**src/pmbc_pkg.sv**
```systemverilog
// package: register map, fields, modes and timing of the power mode and boost controller
package pmbc_pkg;
  // ==========================================
  // register offsets (byte addresses)
  localparam logic [11:0] PMBC_OFF_MODE_CTRL = 12'h000;
  localparam logic [11:0] PMBC_OFF_ACT_TMPL = 12'h004;
  localparam logic [11:0] PMBC_OFF_ALT_TMPL = 12'h008;
  localparam logic [11:0] PMBC_OFF_WAKE_EN = 12'h00C;
  localparam logic [11:0] PMBC_OFF_TW_PERIOD = 12'h010;
  localparam logic [11:0] PMBC_OFF_BOOST_CTRL = 12'h014;
  localparam logic [11:0] PMBC_OFF_STATUS = 12'h018;
  localparam logic [11:0] PMBC_OFF_WAKE_SRC = 12'h01C;
  // ==========================================
  // widths and field positions
  localparam int PMBC_NRES = 16;
  localparam int PMBC_NWAKE = 7;
  localparam int PMBC_CPU_BIT = 0;
  localparam int PMBC_FLASH_BIT = 1;
  localparam logic [2:0] PMBC_REQ_NONE = 3'h0;
  localparam logic [2:0] PMBC_REQ_ALT = 3'h1;
  localparam logic [2:0] PMBC_REQ_SLEEP = 3'h2;
  localparam logic [2:0] PMBC_REQ_HIB = 3'h3;
  localparam logic [2:0] PMBC_REQ_CPU_OFF = 3'h4;
  // wake source bits: 0 periph irq, 1 supervisor, 2 timewheel, 3 io irq, 4 ext reset, 5 watchdog, 6 precise lv reset
  localparam int PMBC_WK_TW = 2;
  localparam int PMBC_WK_IO = 3;
  localparam logic [PMBC_NRES-1:0] PMBC_ACT_TMPL_RST = 16'hFFFF;
  localparam logic [PMBC_NRES-1:0] PMBC_ALT_TMPL_RST = 16'hFFFC;
  localparam logic [PMBC_NWAKE-1:0] PMBC_WAKE_EN_RST = 7'h7F;
  localparam logic [5:0] PMBC_BOOST_SEL_MAX = 6'h20;  // 1.8 V + 32 x 100 mV = 5.0 V
  localparam logic [5:0] PMBC_BOOST_SEL_RST = 6'h0F;  // 3.3 V
  localparam logic [31:0] PMBC_TW_PERIOD_RST = 32'h0000_FFFF;
  // ==========================================
  // timing
  localparam int PMBC_CLK_MHZ = 100;
  localparam int PMBC_SLEEP_RESUME_NS = 15000;
  localparam int PMBC_HIB_RESUME_NS = 99000;  // kept below 100 us
  localparam int PMBC_SLEEP_CYC = (PMBC_SLEEP_RESUME_NS * PMBC_CLK_MHZ + 999) / 1000;
  localparam int PMBC_HIB_CYC = (PMBC_HIB_RESUME_NS * PMBC_CLK_MHZ) / 1000;
  localparam int PMBC_BOOST_KHZ = 400;
  localparam int PMBC_BOOST_DIV = (PMBC_CLK_MHZ * 1000) / (2 * PMBC_BOOST_KHZ);
  // ==========================================
  // global modes, gray coded along sleep-resume-active
  typedef enum logic [2:0] {
    PMBC_ACTIVE = 3'b000,
    PMBC_ALT = 3'b001,
    PMBC_SLEEP = 3'b011,
    PMBC_SLEEP_RES = 3'b010,
    PMBC_HIB = 3'b110,
    PMBC_HIB_RES = 3'b111
  } pmbc_mode_e;
endpackage

```
**src/pmbc_tick_if.sv**
```systemverilog
// interface: timewheel configuration and tick between the controller and its timer
`timescale 1ns/1ps
interface pmbc_tick_if;
  logic [31:0] period;
  logic run;
  logic tick;
  modport ctrl (output period, output run, input tick);
  modport timer (input period, input run, output tick);
endinterface

```
**src/pmbc_timewheel.sv**
```systemverilog
// central timewheel: periodic tick counter
`timescale 1ns/1ps
module pmbc_timewheel
(
  // clock and reset
  input wire logic pclk,
  input wire logic presetn,
  // link to controller
  pmbc_tick_if.timer tk
);
  import pmbc_pkg::*;
  typedef struct packed
  {
    logic [31:0] cnt;
    logic tick;
  } pmbc_tw_s;
  pmbc_tw_s st_q, st_d;
  // count down, pulse tick at zero
  always_comb
  begin
    st_d = st_q;
    st_d.tick = 1'b0;
    if (!tk.run)
      st_d.cnt = tk.period;
    else if (st_q.cnt == 32'h0000_0000)
    begin
      st_d.cnt = tk.period;
      st_d.tick = 1'b1;
    end
    else
      st_d.cnt = st_q.cnt - 32'h0000_0001;
  end
  always_ff @(posedge pclk or negedge presetn)
  begin
    if (!presetn)
      st_q <= '0;
    else
      st_q <= st_d;
  end
  assign tk.tick = st_q.tick;
endmodule

```
**src/pmbc_boost_osc.sv**
```systemverilog
// boost switching clock: 400 kHz from the fast clock
`timescale 1ns/1ps
module pmbc_boost_osc
(
  // clock and reset
  input wire logic pclk,
  input wire logic presetn,
  // control
  input wire logic run,
  // switching clock out
  output logic sw_clk
);
  import pmbc_pkg::*;
  typedef struct packed
  {
    logic [7:0] cnt;
    logic clk;
  } pmbc_osc_s;
  pmbc_osc_s st_q, st_d;
  // half period divider; stops low in standby
  always_comb
  begin
    st_d = st_q;
    if (!run)
    begin
      st_d.cnt = '0;
      st_d.clk = 1'b0;
    end
    else if (st_q.cnt == 8'(PMBC_BOOST_DIV - 1))
    begin
      st_d.cnt = '0;
      st_d.clk = ~st_q.clk;
    end
    else
      st_d.cnt = st_q.cnt + 8'h01;
  end
  always_ff @(posedge pclk or negedge presetn)
  begin
    if (!presetn)
      st_q <= '0;
    else
      st_q <= st_d;
  end
  assign sw_clk = st_q.clk;
endmodule

```
**src/pmbc_top.sv**
```systemverilog
// power mode and boost controller: global modes, templates, wakeup and boost coupling
// Notes on behaviour
// - active mode: template bits gate resource clocks
// - cpu may stop itself; wakeup restarts
// - wakeup in active or alt forces active mode; any wakeup turns cpu on
// - reset leaves controller in active mode
// - alternate active uses reduced alternate template
// - sleep resume waits 15 us before active
// - hibernate holds config, outputs, pin irq
// - hibernate exits on io irq, under 100 us
// - wake on irqs, timewheel, resets
// - timewheel gives periodic wakeup ticks
// - boost switches 400 kHz when active, stops low in standby
// - boost level 1.8 to 5.0 V, 100 mV
`timescale 1ns/1ps
module pmbc_top
(
  // clock and reset
  input wire logic pclk,
  input wire logic presetn,
  // apb slave
  input wire logic psel,
  input wire logic penable,
  input wire logic pwrite,
  input wire logic [11:0] paddr,
  input wire logic [31:0] pwdata,
  output logic [31:0] prdata,
  output logic pready,
  output logic pslverr,
  // wakeup sources
  input wire logic [pmbc_pkg::PMBC_NWAKE-1:0] wake_in,
  // resource control
  output logic [pmbc_pkg::PMBC_NRES-1:0] res_clk_en,
  output logic cpu_en,
  output logic hold_io,
  output logic [2:0] mode_out,
  // boost regulator
  output logic boost_active,
  output logic [5:0] boost_sel,
  output logic boost_sw_clk,
  output logic fast_osc_sel
);
  import pmbc_pkg::*;
  // ==========================================
  // state
  typedef struct packed
  {
    pmbc_mode_e mode;
    logic [PMBC_NRES-1:0] act_tmpl;
    logic [PMBC_NRES-1:0] alt_tmpl;
    logic [PMBC_NWAKE-1:0] wake_en;
    logic [PMBC_NWAKE-1:0] wake_src;
    logic [31:0] tw_period;
    logic tw_run;
    logic [5:0] boost_sel;
    logic boost_sleep_stby;
    logic boost_hib_act;
    logic fast_osc;
    logic cpu_off;
    logic [16:0] wait_cnt;
    logic [16:0] res_cyc;
    logic [PMBC_NRES-1:0] clk_en;
    logic [31:0] rdata;
  } pmbc_top_s;
  pmbc_top_s st_q, st_d;
  pmbc_tick_if tk ();
  logic wr, rd, hit;
  logic [PMBC_NWAKE-1:0] wake_ev;
  logic any_wake;
  logic running;
  // decode of mapped offsets
  function automatic logic pmbc_mapped(input logic [11:0] a);
    return (a <= PMBC_OFF_WAKE_SRC) && (a[1:0] == 2'b00);
  endfunction
  // ==========================================
  // bus strobes: always ready in access phase
  assign wr = psel && penable && pwrite;
  assign rd = psel && !penable && !pwrite;
  assign hit = pmbc_mapped(paddr);
  assign pready = 1'b1;
  assign pslverr = psel && penable && !hit;
  // ==========================================
  // wake event qualification, timewheel folded in
  always_comb
  begin
    wake_ev = wake_in;
    wake_ev[PMBC_WK_TW] = wake_in[PMBC_WK_TW] | tk.tick;
    wake_ev = wake_ev & st_q.wake_en;
  end
  assign any_wake = |wake_ev;
  assign running = (st_q.mode == PMBC_ACTIVE) || (st_q.mode == PMBC_ALT);
  // ==========================================
  // next state
  always_comb
  begin
    st_d = st_q;
    // sticky wake record, new event beats clear
    if (wr && paddr == PMBC_OFF_WAKE_SRC)
      st_d.wake_src = st_q.wake_src & ~pwdata[PMBC_NWAKE-1:0];
    st_d.wake_src = st_d.wake_src | wake_ev;
    // register writes; accepted in every mode, hibernate included
    if (wr && hit)
    begin
      case (paddr)
        PMBC_OFF_ACT_TMPL: st_d.act_tmpl = pwdata[PMBC_NRES-1:0];
        PMBC_OFF_ALT_TMPL: st_d.alt_tmpl = pwdata[PMBC_NRES-1:0];
        PMBC_OFF_WAKE_EN: st_d.wake_en = pwdata[PMBC_NWAKE-1:0];
        PMBC_OFF_TW_PERIOD:
        begin
          st_d.tw_period = pwdata;
        end
        PMBC_OFF_BOOST_CTRL:
        begin
          // clamp level code to 5.0 V
          st_d.boost_sel = (pwdata[5:0] > PMBC_BOOST_SEL_MAX) ? PMBC_BOOST_SEL_MAX : pwdata[5:0];
          st_d.boost_sleep_stby = pwdata[8];
          st_d.boost_hib_act = pwdata[9];
          st_d.fast_osc = pwdata[10];
          st_d.tw_run = pwdata[11];
        end
        default: st_d.tw_run = st_d.tw_run;
      endcase
    end
    // mode machine
    case (st_q.mode)
      PMBC_ACTIVE:
      begin
        if (wr && paddr == PMBC_OFF_MODE_CTRL && !any_wake)
        begin
          // low power entry only from active
          case (pwdata[2:0])
            PMBC_REQ_ALT: st_d.mode = PMBC_ALT;
            PMBC_REQ_SLEEP: st_d.mode = PMBC_SLEEP;
            PMBC_REQ_HIB: st_d.mode = PMBC_HIB;
            PMBC_REQ_CPU_OFF: st_d.cpu_off = 1'b1;
            default: st_d.mode = PMBC_ACTIVE;
          endcase
        end
      end
      PMBC_ALT:
      begin
        if (any_wake || (wr && paddr == PMBC_OFF_MODE_CTRL && pwdata[2:0] == PMBC_REQ_NONE))
          st_d.mode = PMBC_ACTIVE;
      end
      PMBC_SLEEP:
      begin
        if (any_wake)
        begin
          st_d.mode = PMBC_SLEEP_RES;
          st_d.wait_cnt = 17'(PMBC_SLEEP_CYC - 1);
        end
      end
      PMBC_HIB:
      begin
        // only the io interrupt ends hibernate
        if (wake_ev[PMBC_WK_IO])
        begin
          st_d.mode = PMBC_HIB_RES;
          st_d.wait_cnt = 17'(PMBC_HIB_CYC - 1);
        end
      end
      PMBC_SLEEP_RES, PMBC_HIB_RES:
      begin
        if (st_q.wait_cnt == 17'h0_0000)
          st_d.mode = PMBC_ACTIVE;
        else
          st_d.wait_cnt = st_q.wait_cnt - 17'h0_0001;
      end
      default: st_d.mode = PMBC_ACTIVE;
    endcase
    // wakeup in a running mode returns to active, cpu on
    if (any_wake && running)
      st_d.mode = PMBC_ACTIVE;
    if (any_wake)
      st_d.cpu_off = 1'b0;
    // free count of resume cycles, kept apart from wait_cnt so the check is independent
    if ((st_q.mode == PMBC_SLEEP_RES) || (st_q.mode == PMBC_HIB_RES))
      st_d.res_cyc = st_q.res_cyc + 17'h0_0001;
    else
      st_d.res_cyc = 17'h0_0000;
    // clock gates follow the template of the mode
    case (st_d.mode)
      PMBC_ACTIVE: st_d.clk_en = st_d.act_tmpl;
      PMBC_ALT: st_d.clk_en = st_d.alt_tmpl;
      default: st_d.clk_en = '0;
    endcase
    if (st_d.cpu_off)
      st_d.clk_en[PMBC_CPU_BIT] = 1'b0;
    // read data registered in setup phase
    st_d.rdata = '0;
    if (rd)
    begin
      case (paddr)
        PMBC_OFF_MODE_CTRL: st_d.rdata = {29'h0, st_q.mode};
        PMBC_OFF_ACT_TMPL: st_d.rdata = {16'h0000, st_q.act_tmpl};
        PMBC_OFF_ALT_TMPL: st_d.rdata = {16'h0000, st_q.alt_tmpl};
        PMBC_OFF_WAKE_EN: st_d.rdata = {25'h0, st_q.wake_en};
        PMBC_OFF_TW_PERIOD: st_d.rdata = st_q.tw_period;
        PMBC_OFF_BOOST_CTRL:
          st_d.rdata = {20'h0, st_q.tw_run, st_q.fast_osc, st_q.boost_hib_act, st_q.boost_sleep_stby,
            2'b00, st_q.boost_sel};
        PMBC_OFF_STATUS: st_d.rdata = {16'h0000, st_q.clk_en};
        PMBC_OFF_WAKE_SRC: st_d.rdata = {25'h0, st_q.wake_src};
        default: st_d.rdata = '0;
      endcase
    end
  end
  // ==========================================
  // registers; reset puts the chip in active
  always_ff @(posedge pclk or negedge presetn)
  begin
    if (!presetn)
    begin
      st_q <= '0;
      st_q.mode <= PMBC_ACTIVE;
      st_q.act_tmpl <= PMBC_ACT_TMPL_RST;
      st_q.alt_tmpl <= PMBC_ALT_TMPL_RST;
      st_q.wake_en <= PMBC_WAKE_EN_RST;
      st_q.tw_period <= PMBC_TW_PERIOD_RST;
      st_q.boost_sel <= PMBC_BOOST_SEL_RST;
      st_q.clk_en <= PMBC_ACT_TMPL_RST;
    end
    else
      st_q <= st_d;
  end
  // ==========================================
  // timewheel and boost oscillator
  assign tk.period = st_q.tw_period;
  assign tk.run = st_q.tw_run;
  pmbc_timewheel u_tw
  (
    .pclk(pclk),
    .presetn(presetn),
    .tk(tk)
  );
  // boost active when running, or by choice in sleep/hibernate
  assign boost_active = running || (st_q.mode == PMBC_SLEEP_RES) || (st_q.mode == PMBC_HIB_RES) ||
    (st_q.mode == PMBC_SLEEP && !st_q.boost_sleep_stby) || (st_q.mode == PMBC_HIB && st_q.boost_hib_act);
  pmbc_boost_osc u_osc
  (
    .pclk(pclk),
    .presetn(presetn),
    .run(boost_active),
    .sw_clk(boost_sw_clk)
  );
  // ==========================================
  // outputs
  assign prdata = st_q.rdata;
  assign res_clk_en = st_q.clk_en;
  assign cpu_en = st_q.clk_en[PMBC_CPU_BIT];
  // hold pins and state in hibernate
  assign hold_io = (st_q.mode == PMBC_HIB);
  assign mode_out = st_q.mode;
  assign boost_sel = st_q.boost_sel;
  // slow startup clock unless chosen fast
  assign fast_osc_sel = st_q.fast_osc;
  // ==========================================
  // assertions
  property p_tmpl_gate;
    @(posedge pclk) disable iff (!presetn)
    (st_q.mode == PMBC_ACTIVE && !st_q.cpu_off) |-> res_clk_en == st_q.act_tmpl;
  endproperty
  a_tmpl_gate: assert property (p_tmpl_gate) else $error("active clocks differ from template");
  property p_live_edit;
    @(posedge pclk) disable iff (!presetn)
    (wr && paddr == PMBC_OFF_ACT_TMPL && st_q.mode == PMBC_ACTIVE && !any_wake && !st_q.cpu_off)
      |=> st_q.act_tmpl == $past(pwdata[PMBC_NRES-1:0]);
  endproperty
  a_live_edit: assert property (p_live_edit) else $error("template write lost");
  property p_cpu_back;
    @(posedge pclk) disable iff (!presetn)
    (st_q.cpu_off && any_wake && running) |=> cpu_en == st_q.act_tmpl[PMBC_CPU_BIT];
  endproperty
  a_cpu_back: assert property (p_cpu_back) else $error("cpu not restored on wake");
  property p_wake_active;
    @(posedge pclk) disable iff (!presetn)
    (any_wake && running) |=> st_q.mode == PMBC_ACTIVE;
  endproperty
  a_wake_active: assert property (p_wake_active) else $error("wake did not return to active");
  property p_alt_tmpl;
    @(posedge pclk) disable iff (!presetn)
    (st_q.mode == PMBC_ALT && !st_q.cpu_off) |-> res_clk_en == st_q.alt_tmpl;
  endproperty
  a_alt_tmpl: assert property (p_alt_tmpl) else $error("alternate clocks differ from template");
  property p_sleep_res;
    @(posedge pclk) disable iff (!presetn)
    (st_q.mode == PMBC_SLEEP_RES && st_d.mode == PMBC_ACTIVE) |-> st_q.res_cyc == 17'(PMBC_SLEEP_CYC - 1);
  endproperty
  a_sleep_res: assert property (p_sleep_res) else $error("sleep resume too short");
  property p_hib_hold;
    @(posedge pclk) disable iff (!presetn)
    (st_q.mode == PMBC_HIB) |-> hold_io && res_clk_en == '0;
  endproperty
  a_hib_hold: assert property (p_hib_hold) else $error("hibernate not holding");
  property p_hib_exit;
    @(posedge pclk) disable iff (!presetn)
    (st_q.mode == PMBC_HIB && !wake_ev[PMBC_WK_IO]) |=> st_q.mode == PMBC_HIB;
  endproperty
  a_hib_exit: assert property (p_hib_exit) else $error("hibernate left without io wake");
  property p_boost_run;
    @(posedge pclk) disable iff (!presetn)
    running |-> boost_active;
  endproperty
  a_boost_run: assert property (p_boost_run) else $error("boost idle while running");
  property p_boost_lvl;
    @(posedge pclk) disable iff (!presetn)
    boost_sel <= PMBC_BOOST_SEL_MAX;
  endproperty
  a_boost_lvl: assert property (p_boost_lvl) else $error("boost level out of range");
  property p_entry;
    @(posedge pclk) disable iff (!presetn)
    ($changed(st_q.mode) && (st_q.mode == PMBC_SLEEP || st_q.mode == PMBC_HIB)) |-> $past(st_q.mode) == PMBC_ACTIVE;
  endproperty
  a_entry: assert property (p_entry) else $error("low power entered from wrong mode");
  c_sleep: cover property (@(posedge pclk) disable iff (!presetn) st_q.mode == PMBC_SLEEP_RES ##1 st_q.mode == PMBC_ACTIVE);
  c_hib: cover property (@(posedge pclk) disable iff (!presetn) st_q.mode == PMBC_HIB_RES ##1 st_q.mode == PMBC_ACTIVE);
  c_alt: cover property (@(posedge pclk) disable iff (!presetn) st_q.mode == PMBC_ALT ##1 st_q.mode == PMBC_ACTIVE);
  c_tick: cover property (@(posedge pclk) disable iff (!presetn) tk.tick && st_q.mode == PMBC_SLEEP);
endmodule

```
**config.mk**
```make
export PLATFORM = sky130hd
export DESIGN_NAME = pmbc_top
export DESIGN_NICKNAME = d
export VERILOG_FILES = /design/src/pmbc_pkg.sv /design/src/pmbc_tick_if.sv /design/src/pmbc_timewheel.sv /design/src/pmbc_boost_osc.sv /design/src/pmbc_top.sv
export SDC_FILE = /design/constraint.sdc
export NUM_CORES = 1
export LEC_CHECK = 0
export BUFFER_PORTS_ARGS = -buffer_cell sky130_fd_sc_hd__buf_2
export CAP_MARGIN = 15
export CORE_ASPECT_RATIO = 0.9
export CORE_MARGIN = 3
export CORE_UTILIZATION = 60
export DETAILED_ROUTE_END_ITERATION = 10
export PLACE_DENSITY = 0.82
export SYNTH_ARGS = -nofsm -noshare
export SYNTH_HDL_FRONTEND = slang
export SYNTH_SLANG_ARGS = --single-unit
```
**constraint.sdc**
```tcl
create_clock -name pclk -period 8.3 [get_ports pclk]
set_input_delay 0.415 -clock pclk [delete_from_list [all_inputs] [get_ports pclk]]
set_output_delay 0.415 -clock pclk [all_outputs]
set_load 0.01 [all_outputs]
```
# After elaboration in Yosys (flattened, before gate mapping)
# Cells that the tools add are included.
word_totals:
  elab_cells: 124
  output_inout_bits: 64
  inputBits: 56
  reg_bits: 199
classes:
  bitwise: 6
  muxes: 33
  n_addsub: 3
  order_cmp: 2
  eq_ne: 22
  n_reduce_logical: 39
ops:
  columns: ["op", "count"]
  rows:
  - ["one-hot mux 32 bit (8 select lines)", 1]
  - ["two-way mux 32 bit", 3]
  - ["two-way mux 17 bit", 3]
  - ["one-hot mux 17 bit (3 select lines)", 1]
  - ["== test 12 x 5 -> 1 bit, second input constant", 4]
  - ["two-way mux 39 bit", 1]
  - ["zero test 32 bit", 1]
  - ["two-way mux 16 bit", 2]
  - ["one-hot mux 16 bit (2 select lines)", 1]
  - ["subtractor 32 x 1 -> 32 bit, second input constant", 1]
  - ["== test 12 x 4 -> 1 bit, second input constant", 2]
  - ["two-way mux 3 bit", 6]
  - ["zero test 17 bit", 1]
  - ["subtractor 17 x 1 -> 17 bit, second input constant", 1]
  - ["one-hot mux 3 bit (5 select lines)", 1]
  - ["AND 7 bit", 2]
  - ["logical AND 1 bit", 14]
  - ["two-way mux 7 bit", 2]
  - ["== test 12 x 3 -> 1 bit, second input constant", 1]
  - ["== test 3 x 2 -> 1 bit, second input constant", 4]
  - ["<= comparator 12 x 5 -> 1 bit, second input constant", 1]
  - ["zero test 12 bit", 1]
  - ["one-hot mux 3 bit (4 select lines)", 1]
  - ["== test 3 x 1 -> 1 bit, second input constant", 3]
  - ["other kinds (23)", 47]

# Longest topological paths before layout
# Gate-level depths: netlist of the first run.
depth:
  ltp_word: 11
  mapped_depth: 10
  ltp_nobuf: 8

# By module
# From an unflattened synthesis of the first run, not the netlist that was laid out.
hier_totals:
  hier_cells: 906
  hier_area_um2: 9865.7
by_module_without_submodules:
  columns: ["module", "seq_area_each_um2", "n_inst", "area_per_inst_um2", "cells_per_inst"]
  rows:
  - ["pmbc_top", 4020.1, 1, 7572.3, 654]
  - ["pmbc_timewheel", 825.8, 1, 1834.3, 206]
  - ["pmbc_boost_osc", 225.2, 1, 459.2, 46]

# Worst setup path before layout of the first run
# Ideal clock, no wire load.
synth_timing:
  path_kind: "register to register"
  start: "register u_tw.st_q[21] (netlist name)"
  end: "register u_tw.st_q[11] (netlist name)"
  stages_incl_launch_ff: 8
  slack_ps: 5412
  period_less_slack_ps: 2888
  n_path_buf: 1
  required_ps: 8175
  arrival_time_ps: 2763
  setup_ps: 125
  path_cell_list: "dfrtp_1 or3_4 or4_4 or4_4 or3_4 o21ai_4 buf_12 mux2_4"
synth_lines:
  columns: ["item", "line", "text"]
  rows:
  - ["from (decl)", "pmbc_timewheel.sv:17", "pmbc_tw_s st_q, st_d;"]
  - ["from (signal assigned)", "pmbc_timewheel.sv:38", "st_q <= st_d;"]

==> out/metrics.csv, run 1 <==
metric;value;unit
status;complete, no violations;
Worst Skew;0.0105;ns
reg-to-reg critical path endpoint;u_tw.st_q[4];
pin count of the biggest net entering global routing;93;
worst setup path end;u_tw.st_q[4];
post-route setup slack;4.84;ns
GR Util All Layers;0.262;
Finished Cell Area;10700;um2
worst path bufs/invs;0;
Worst path top cell family by delay;simple AND/OR/NAND/NOR gates;
Synth top area share;0.321;
busiest grt layer;met1;
initial DRC count;767;
floorplan row count;43;
Netlist cell types;65;
antenna violations before repair;0;
Detail Route Antenna Nets;0;
WL per Instance;20.1;um
Worst EP arrival;3.78;ns
Startpoint Class;flop;
gr ovfl total;0;
RSZ-0062 raised after global routing;no;
mapped cell area;9810;um2
layout cells sized above 1;0.344;
Post-Place Setup Slack;4.57;ns
M2 GR Usage;0.387;
IO Pins;120;
Slowest-stage cell, CP;o21ai_4;
WP data required;8.62;ns
Fin Hold WS;0.0221;ns
vias post-DR;7135;
Antenna diodes;0;
crit path capture type;flop;
WP depth;6;
clock sink count;199;
cts hold-fix bufs;0;
Initial Util;0.624;
Worst Setup SP;u_tw.st_q[21];
total CTS buffers;17;
fill cell count;1147;
CP peak stage delay;0.76;ns
Post-Syn Instances;889;
#FFs+latches synth;199;
DIE HEIGHT;127;um
vias per inst;6.21;
Max Cap Violations;0;
placed cell areas;10100;um2
crit path max fanout;32;
Post-Route WL;23100;um
most common cell after layout, fill and taps aside;dfrtp_1;
Pins Over Slew Limit;0;
die width;141;um
Lkg Pwr;4.95;nW
ys async rst share;1.00;
# nets final;996;
ranking of synthesized cells by area;dfrtp_1 (32%), dfstp_2 (20%), mux2_2 (7.6%);
RR Startpoint;u_tw.st_q[21];
crit path kind;reg -> reg;
met3 usage;0.0662;
Tot Pwr;2.19;mW
Fmax achieved;289;MHz
Synth Flop Type;dfrtp_1;
relative slew slack;0.219;
final setup vio count;0;
post-CTS setup buffer count;0;
port bufs;118;
Hold Path Class;in -> async;
fin crit share;0.416;
crit path time final;3.46;ns
core area;15700;um2
pwr dens;205;nW/um2
crit-path cells;or3_4, or4_4, or4_4, or3_4, o21ai_4, mux2_2;
worst reg-to-reg path cell count;6;
Yosys top cell by area;dfrtp_1;
Final Hold Violating Endpoints;0;
YS warnings;0;
die area;17900;um2
EDFF count, synth;0;
Mean Syn Cell Area;11.0;um2
first-pass GRT wire length;37100;um
Reg clk slew, reported paths;0.07;ns
Placer Congestion;0.923;
clk_lat worst skew;0.44;ns
syn nets;951;
commonest non-fill, non-tap cells in the layout;dfrtp_1 (126), buf_2 (117), dfstp_2 (73);
CTS root buffer;clkbuf_16;
area delta synth->final;9.06;%
PostCTS Resize Cnt;0;
sequential fraction of the synthesis area;0.517;
worst IR drop on VDD;0.000150;V
final core utilization;0.681;
H-tree Lvls;4;
met1 Track Usage GR;0.391;
CTS tree;yes;
Non-Filler Instances;1149;
DR DRC count;0;
DR pass1 iterations;5;
maximum buffer depth of the clock tree;2;
vias in the first global route;6763;
actual slew at the worst max-slew pin;1.16;ns
r2r setup slk;4.84;ns
Placed Cells incl. Taps;1117;
setup TNS;0;ns
HPWL Detailed;15500;um
power by group:
| group | leakage (nW) | switching [mW] | internal [mW] | total (mW) |
|---|---|---|---|---|
| logic | 2.27 | 0.119 | 0.128 | 0.247 |
| registers | 2.39 | 0.0688 | 1.04 | 1.11 |
| clock network | 0.288 | 0.380 | 0.453 | 0.832 |
| total | 4.95 | 0.567 | 1.62 | 2.19 |
cell type report:
class                      count  area (um2)  area share
sequential                   199        5070       0.474
timing repair buffer         125         652      0.0609
multi-input combinational    557        4000       0.374
tap                          202         253      0.0236
clock buffer                  18         429      0.0401
inverter                      34         128      0.0119
clock inverter                14         164      0.0153
state kept, by name, indices dropped and copies added (netlist names), 3 cells and up:
signal	flops
u_tw.st_q	32
mode_out	3
u_osc.st_q	8
tk.period	32
st_q	66
res_clk_en	16
prdata	32
boost_sel	6
cells by family after synthesis:
family	count (synthesis)	synth area share
xor gates and xnor gates	37	0.0330
other	1	0.000382
and+or+nand+nor	220	0.124
DFF	199	0.517
muxes	99	0.115
adders and majority gates	6	0.00765
buffers and inverters	133	0.0770
AOI/OAI and AO/OA	194	0.126
cell usage after synthesis (all sizes together) (12+ instances only):
| master | count |
|---|---|
| xnor2 | 23 |
| dfrtp | 126 |
| or4 | 16 |
| nor3 | 22 |
| o21ai | 65 |
| a211oi | 15 |
| nor4 | 14 |
| a22oi | 23 |
| dfstp | 73 |
| clkbuf | 27 |
| mux2 | 78 |
| mux2i | 21 |
| buf | 72 |
| inv | 34 |
| a21oi | 45 |
| nand3 | 17 |
| nor2 | 41 |
| or3 | 12 |
| xor2 | 14 |
| and2 | 24 |
| nand2 | 43 |
layer usage:
layer / vias to the layer above / share of wire
li1: 3212 / -
met1: 3552 / 0.45
met2: 326 / 0.44
met3: 45 / 0.079
met4: 0 / 0.023
met5: - / 0
worst min path at each step:
stage | from | end | depth (start not counted)
2_1_floorplan | presetn | boost_sel[4] | 0
3_3_place_gp | st_q[128] | st_q[128] | 1
3_5_place_dp | st_q[130] | st_q[130] | 1
4_1_cts | presetn | prdata[28] | 1
5_1_grt | presetn | prdata[26] | 1
6_report | presetn | prdata[27] | 1
No activity file was read; power rests on OpenSTA's default activity.
==> run 2: changes to the inputs <==
- ABC_AREA: unset -> 1
- CORE_UTILIZATION: 60 -> 59
- PLACE_DENSITY: 0.82 -> 0.81
- clock period: 8.3 -> 3.4 ns (I/O delays scaled with it)
==> run 2 against run 1 <==
Compared with the run above: worst hold slack got worse by 0.0053 ns; global-route usage rose by 1.1 points; sequential power rose by 120%; register-to-register slack got worse by 3.8 ns; clock skew rose by 0.0018 ns; sequential share of layout area fell by 2.0 points; core utilization rose by 0.64 points; first-iteration DRC count rose by 9.3%; non-clock buffer count rose by 34; clock-buffer cell count rose by 3.
==> out/metrics.csv, run 2 <==
metric;value;unit;change
status;complete, no violations;;unchanged
Post-Route WL;24300;um;was 23,100 um
DR DRC count;0;;unchanged
crit path max fanout;45;;was 32
WP data required;3.73;ns;was 8.62 ns
setup TNS;0;ns;unchanged
pwr dens;436;nW/um2;was 205 nW/um2
CTS tree;yes;;unchanged
CTS root buffer;clkbuf_16;;unchanged
pin count of the biggest net entering global routing;96;;was 93
relative slew slack;0.453;;was 0.219
crit path kind;reg -> reg;;unchanged
Worst Hold Depth;3;;
vias per inst;5.59;;was 6.21
YS warnings;0;;unchanged
Fmax achieved;429;MHz;was 289 MHz
maximum buffer depth of the clock tree;2;;unchanged
main combinational cell family by area after synthesis;simple AND/OR/NAND/NOR gates;;was compound AO/OA/AOI/OAI gates
most common cell after layout, fill and taps aside;nand2_1;;was dfrtp_1
commonest cells in the netlist;nand2_1 (270), nor2_1 (151), dfrtp_1 (126);;was dfrtp_1 (126), dfstp_2 (73), mux2_2 (66)
sequential share of power;0.497;;was 0.507
HPWL Detailed;16500;um;was 15,500 um
layout cells sized above 1;0.219;;was 0.344
Antenna diodes;0;;unchanged
crit path time final;2.33;ns;was 3.46 ns
syn nets;1235;;was 951
crit path capture type;flop;;unchanged
sequential fraction of the synthesis area;0.514;;was 0.517
Hold Path Class;in -> reg;;was in -> async
die area;18300;um2;was 17,900 um2
DIE HEIGHT;129;um;was 127 um
worst IR drop on VDD;0.000386;V;was 0.000150 V
reg-to-reg critical path endpoint;u_tw.st_q[8];;was u_tw.st_q[4]
PostCTS Resize Cnt;0;;unchanged
Netlist cell types;45;;was 65
area delta synth->final;13.1;%;was 9.06%
vias post-DR;8287;;was 7,135
ys async rst share;1.00;;unchanged
XOR/XNOR share of the synthesized area;0.0275;;was 0.0330
commonest non-fill, non-tap cells in the layout;nand2_1 (269), nor2_1 (151), dfrtp_1 (126);;was dfrtp_1 (126), buf_2 (117), dfstp_2 (73)
adder-cell share of the synthesized area;0.00761;;was 0.00765
Startpoint Class;flop;;unchanged
Compound-Gate Fraction of Synth Area;0.109;;was 0.126
Worst Skew;0.0123;ns;was 0.0105 ns
antenna violations before repair;0;;unchanged
floorplan row count;44;;was 43
port bufs;118;;unchanged
DR pass1 iterations;6;;was 5
Psw;1.10;mW;was 0.567 mW
Initial Util;0.608;;was 0.624
actual slew at the worst max-slew pin;0.818;ns;was 1.16 ns
total CTS buffers;17;;unchanged
Synth Flop Type;dfrtp_1;;unchanged
final setup vio count;0;;unchanged
hold path endpoint;tk.period[24];;
Mean Syn Cell Area;8.41;um2;was 11.0 um2
core area;16200;um2;was 15,700 um2
EDFF count, synth;0;;unchanged
Internal;3.77;mW;was 1.62 mW
#FFs+latches synth;199;;unchanged
GR Util All Layers;0.273;;was 0.262
gr ovfl total;0;;unchanged
clock sink count;199;;unchanged
fin crit share;0.685;;was 0.416
H-tree Lvls;4;;unchanged
clk_lat worst skew;0.44;ns;about the same
fill cell count;1237;;was 1,147
RR Startpoint;u_tw.st_q[25];;was u_tw.st_q[21]
simple-gate share of the synthesized area;0.222;;was 0.124
Yosys top cell by area;dfrtp_1;;unchanged
Reg clk slew, reported paths;0.07;ns;about the same
Fin Hold WS;0.0168;ns;was 0.0221 ns
mapped cell area;9870;um2;was 9810 um2
vias in the first global route;7947;;was 6,763
ranking of synthesized cells by area;dfrtp_1 (32%), dfstp_2 (19%), nand2_1 (10%);;was dfrtp_1 (32%), dfstp_2 (20%), mux2_2 (7.6%)
Final Hold Violating Endpoints;0;;unchanged
Synth top area share;0.320;;was 0.321
worst reg-to-reg path cell count;9;;was 6
die width;142;um;was 141 um
max reg flops;66;;unchanged
IO Pins;120;;unchanged
initial DRC count;838;;was 767
clock network fraction of design power;0.451;;was 0.380
cell with the most instances after synthesis;nand2_1;;was dfrtp_1
Worst EP arrival;2.66;ns;was 3.78 ns
Max Cap Violations;0;;unchanged
# nets final;1325;;was 996
Lkg Pwr;5.43;nW;was 4.95 nW
Post-Syn Instances;1173;;was 889
r2r setup slk;1.07;ns;was 4.84 ns
Placer Congestion;0.921;;was 0.923
WL per Instance;16.4;um;was 20.1 um
Detail Route Antenna Nets;0;;unchanged
first-pass GRT wire length;39200;um;was 37,100 um
switching share of power;0.226;;was 0.259
RSZ-0062 raised after global routing;no;;unchanged
Pins Over Slew Limit;0;;unchanged
hold wc startpoint;pwdata[24];;
mux share of post-synthesis cell area;0.00913;;was 0.115
Largest Register;st_q;;unchanged
combinational power share;0.052;;was 0.113
run 2: per-layer routing:
metal | wire length (um) | vias up | share of wire | GRT usage
met1 | 10200 | 3930 | 0.42 | 0.374
met3 | 1940 | 59 | 0.080 | 0.0550
met4 | 647 | 0 | 0.027 | 0.105
met2 | 11500 | 407 | 0.47 | 0.434
met5 | 0 | - | 0 | 0
li1 | - | 3891 | - | -
run 2: per-stage QoR:
stage	total power [mW]	cells	util	cell area, um2	setup WS [ns]
final	4.87	1483	0.687	11200	1.07
after global routing	5.02	1483	0.687	11200	0.739
after CTS	4.90	1483	0.687	11200	1.11
after detailed placement	2.69	1419	0.628	10200	0.866
after global placement	2.68	1419	0.628	10200	0.988
after floorplan	2.56	1173	-	9870	1.71
run 2: worst max-delay path by stage:
| stage | startpoint | to | slack (ns) |
|---|---|---|---|
| after floorplan | u_tw.st_q[1] | u_tw.st_q[23] | 1.71 |
| after global placement | paddr[9] | res_clk_en[14] | 0.99 |
| after detailed placement | paddr[11] | res_clk_en[7] | 0.87 |
| after CTS | u_tw.st_q[13] | u_tw.st_q[8] | 1.11 |
| after global routing | u_tw.st_q[24] | u_tw.st_q[8] | 0.74 |
| final | u_tw.st_q[25] | u_tw.st_q[8] | 1.07 |
run 2: area by class of cell:
class                   count  area, um2  area share
inverters                 126        475      0.0426
clock buffers              21        493      0.0442
clock inverters            11        154      0.0138
repair buffers            159       1000      0.0896
multi-input cells         760       3710       0.332
flip-flops and latches    199       5070       0.454
well taps                 207        259      0.0232
run 2: timing repair:
item / CTS / global route
hold buffers: 32 / 0
buffers inserted: 0 / 0
hold endpoints to repair: 97 / 0
setup endpoints to repair: 0 / 0
run 2: cell families after synthesis:
group	after synthesis
multiplexers	8
buffers and inverters	214
other	1
XOR/XNOR	31
AND/OR/NAND/NOR	520
flip-flops	199
adder cells (fa/ha/maj)	6
AO/OA/AOI/OAI	194
run 2: worst max-delay path, stage by stage, from the launching register on:
cell	delay (ns)
dfrtp_1	0.43
nor2_1	0.19
nand2_1	0.12
nor4_1	0.18
nand4_1	0.14
nand2_1	0.08
buf_4	0.37
inv_1	0.38
o21ai_0	0.25
inv_1	0.05
run 2: power by group through the flow:
stage	combinational (mW)	sequential, mW	clock (mW)
6_report	0.252	2.42	2.20
2_1_floorplan	0.105	2.46	0
5_1_grt	0.283	2.42	2.32
3_5_place_dp	0.225	2.46	0
4_1_cts	0.254	2.42	2.22
3_3_place_gp	0.221	2.46	0
==> run 3: changes to the inputs <==
- clock period: 3.4 -> 2.3 ns (I/O delays scaled with it)
==> run 3 against run 2 <==
Compared with the run above: cell count rose by 1.5%; clock-buffer cell count rose by 1; sequential power rose by 48%; final area increased by 1.5%; die area stayed put; worst hold slack is essentially flat; largest power group unchanged; critical path type unchanged; worst setup slack lost 0.88 ns; core utilization up 1.0 points; combinational power up 58%.
==> out/metrics.csv, run 3 (same netlist as run 2, synthesis figures left out) <==
metric;value;unit;change
crit-path cells;inv_1, ha_1, nand2_1, nor2_1, nand2_1, nor3_1, nand2_1, xnor2_1, nand2_1, o21ai_0;;was nor2_1, nand2_1, nor4_1, nand4_1, nand2_1, buf_4, inv_1, o21ai_0, inv_1
# nets final;1347;;was 1,325
max reg flops;66;;unchanged
port bufs;118;;unchanged
FF+latch area;5070;um2;unchanged
worst path bufs/invs;1;;was 3
crit path max fanout;4;;was 45
antenna violations before repair;1;;was 0
first-pass GRT wire length;39700;um;was 39,200 um
CTS root buffer;clkbuf_16;;unchanged
PostCTS Resize Cnt;0;;unchanged
Worst Skew;0.00938;ns;was 0.0123 ns
fin crit share;0.919;;was 0.685
area delta synth->final;14.8;%;was 13.1%
die width;142;um;unchanged
Initial Util;0.608;;unchanged
RSZ-0062 raised after global routing;no;;unchanged
Reg clk slew, reported paths;0.07;ns;about the same
vias post-DR;8343;;was 8,287
Worst EP arrival;2.40;ns;was 2.66 ns
fill cell count;1265;;was 1,237
final setup vio count;0;;unchanged
CP peak stage delay;0.41;ns;was 0.43 ns
RR Startpoint;u_tw.st_q[1];;was u_tw.st_q[25]
Post-Route WL;24900;um;was 24,300 um
Pins Over Slew Limit;0;;unchanged
Worst path top cell family by delay;simple AND/OR/NAND/NOR gates;;was buffers and inverters
crit path time final;2.11;ns;was 2.33 ns
Max Used Layer;met5;;was met4
worst IR drop on VDD;0.000550;V;was 0.000386 V
Detail Route Antenna Nets;0;;unchanged
Fin Hold WS;0.0170;ns;was 0.0168 ns
worst reg-to-reg path cell count;10;;was 9
Final Hold Violating Endpoints;0;;unchanged
r2r setup slk;0.19;ns;was 1.07 ns
Worst Hold Depth;3;;unchanged
vias in the first global route;8044;;was 7,947
relative slew slack;0.584;;was 0.453
CP most frequent cell;nand2_1;;
pin count of the biggest net entering global routing;60;;was 96
initial DRC count;795;;was 838
total CTS buffers;17;;unchanged
Antenna diodes;0;;unchanged
metal2 WL;11700;um;was 11,500 um
Max Cap Violations;0;;unchanged
core area;16200;um2;unchanged
reg-to-reg critical path endpoint;u_tw.st_q[23];;was u_tw.st_q[8]
gr ovfl total;0;;unchanged
die area;18300;um2;unchanged
CTS tree;yes;;unchanged
multi-input logic area;3710;um2;unchanged
pwr dens;619;nW/um2;was 436 nW/um2
status;complete, no violations;;unchanged
actual slew at the worst max-slew pin;0.623;ns;was 0.818 ns
Startpoint Class;flop;;unchanged
clk_lat worst skew;0.44;ns;about the same
HPWL Detailed;17200;um;was 16,500 um
Slowest-stage cell, CP;dfrtp_1;;unchanged
Hold Path Class;in -> reg;;unchanged
Lkg Pwr;5.53;nW;was 5.43 nW
vias per inst;5.54;;was 5.59
IO Pins;120;;unchanged
WP data required;2.59;ns;was 3.73 ns
Fmax achieved;473;MHz;was 429 MHz
WP depth;10;;was 9
H-tree Lvls;4;;unchanged
WL per Instance;16.5;um;was 16.4 um
GR Util All Layers;0.274;;was 0.273
clock sink count;199;;unchanged
Routed met3 length;2020;um;was 1940 um
crit path kind;reg -> reg;;unchanged
DR pass1 iterations;6;;unchanged
setup TNS;0;ns;unchanged
crit path capture type;flop;;unchanged
commonest non-fill, non-tap cells in the layout;nand2_1 (269), nor2_1 (151), dfrtp_1 (126);;unchanged
Placer Congestion;0.936;;was 0.921
most common cell after layout, fill and taps aside;nand2_1;;unchanged
Worst Setup SP;u_tw.st_q[1];;was u_tw.st_q[25]
worst setup path end;u_tw.st_q[23];;was u_tw.st_q[8]
Largest Register;st_q;;unchanged
floorplan row count;44;;unchanged
DR DRC count;0;;unchanged
layout cells sized above 1;0.227;;was 0.219
met1 WL;10500;um;was 10,200 um
maximum buffer depth of the clock tree;2;;unchanged
DIE HEIGHT;129;um;unchanged
-- run 3: cell count changes in the layout (fill, tap and decap cells not counted), sizes merged --
cell,previous run,this run
buf,126,142
dlygate4sd3,32,38
clkinv,3,5
bufinv,3,2
clkbuf,22,23
clkinvlp,2,1
inv,129,128
-- run 3: per-stage QoR --
stage / cell area [um2] / util / total power, mW / cells / worst slack, ns
after floorplan: 9870 / - / 3.79 / 1173 / 0.615
after global placement: 10300 / 0.636 / 3.98 / 1433 / 0.274
after detailed placement: 10300 / 0.636 / 3.98 / 1433 / 0.222
after CTS: 11300 / 0.696 / 7.02 / 1503 / 0.195
after global routing: 11300 / 0.697 / 7.23 / 1505 / 0.0224
final: 11300 / 0.697 / 7.01 / 1505 / 0.186
-- run 3: worst min-delay path by stage --
stage,startpoint,endpoint
after CTS,pwdata[10],st_q[165]
final,pwdata[10],st_q[149]
after global routing,pwdata[10],st_q[165]
after detailed placement,presetn,prdata[14]
after floorplan,presetn,boost_sel[4]
after global placement,presetn,prdata[7]
-- run 3: power by group --
part / total, mW / internal, mW / switching (mW)
sequential: 3.58 / 3.55 / 0.0304
combinational: 0.399 / 0.155 / 0.244
clock: 3.03 / 1.70 / 1.33
-- run 3: layout make-up --
| type | count | share of cell area |
|---|---|---|
| Inverter | 126 | 0.0420 |
| Clock inverter | 10 | 0.0104 |
| Sequential cell | 199 | 0.448 |
| Clock buffer | 22 | 0.0419 |
| Tap cell | 207 | 0.0229 |
| Timing Repair Buffer | 181 | 0.107 |
| Multi-Input combinational cell | 760 | 0.328 |
-- run 3: worst reg2reg max path: cells and delay by family (launching register included) --
kind	cells	cell delay [ns]
compound gates	1	0.08
flops	1	0.41
simple gates	6	1.04
buf+inv	1	0.09
fa+ha+maj	1	0.19
xor+xnor	1	0.15
-- run 3: per-layer routing --
layer / global-route usage / vias up
met5: 0 / -
met4: 0.0911 / 2
met3: 0.0561 / 56
met2: 0.440 / 362
met1: 0.377 / 3996
li1: - / 3927
-- run 3: repair_timing --
item | CTS | global route
buffers inserted | 0 | 2
hold buffers | 38 | 0
hold endpoints to repair | 84 | 0
endpoints found under the setup margin | 0 | 1
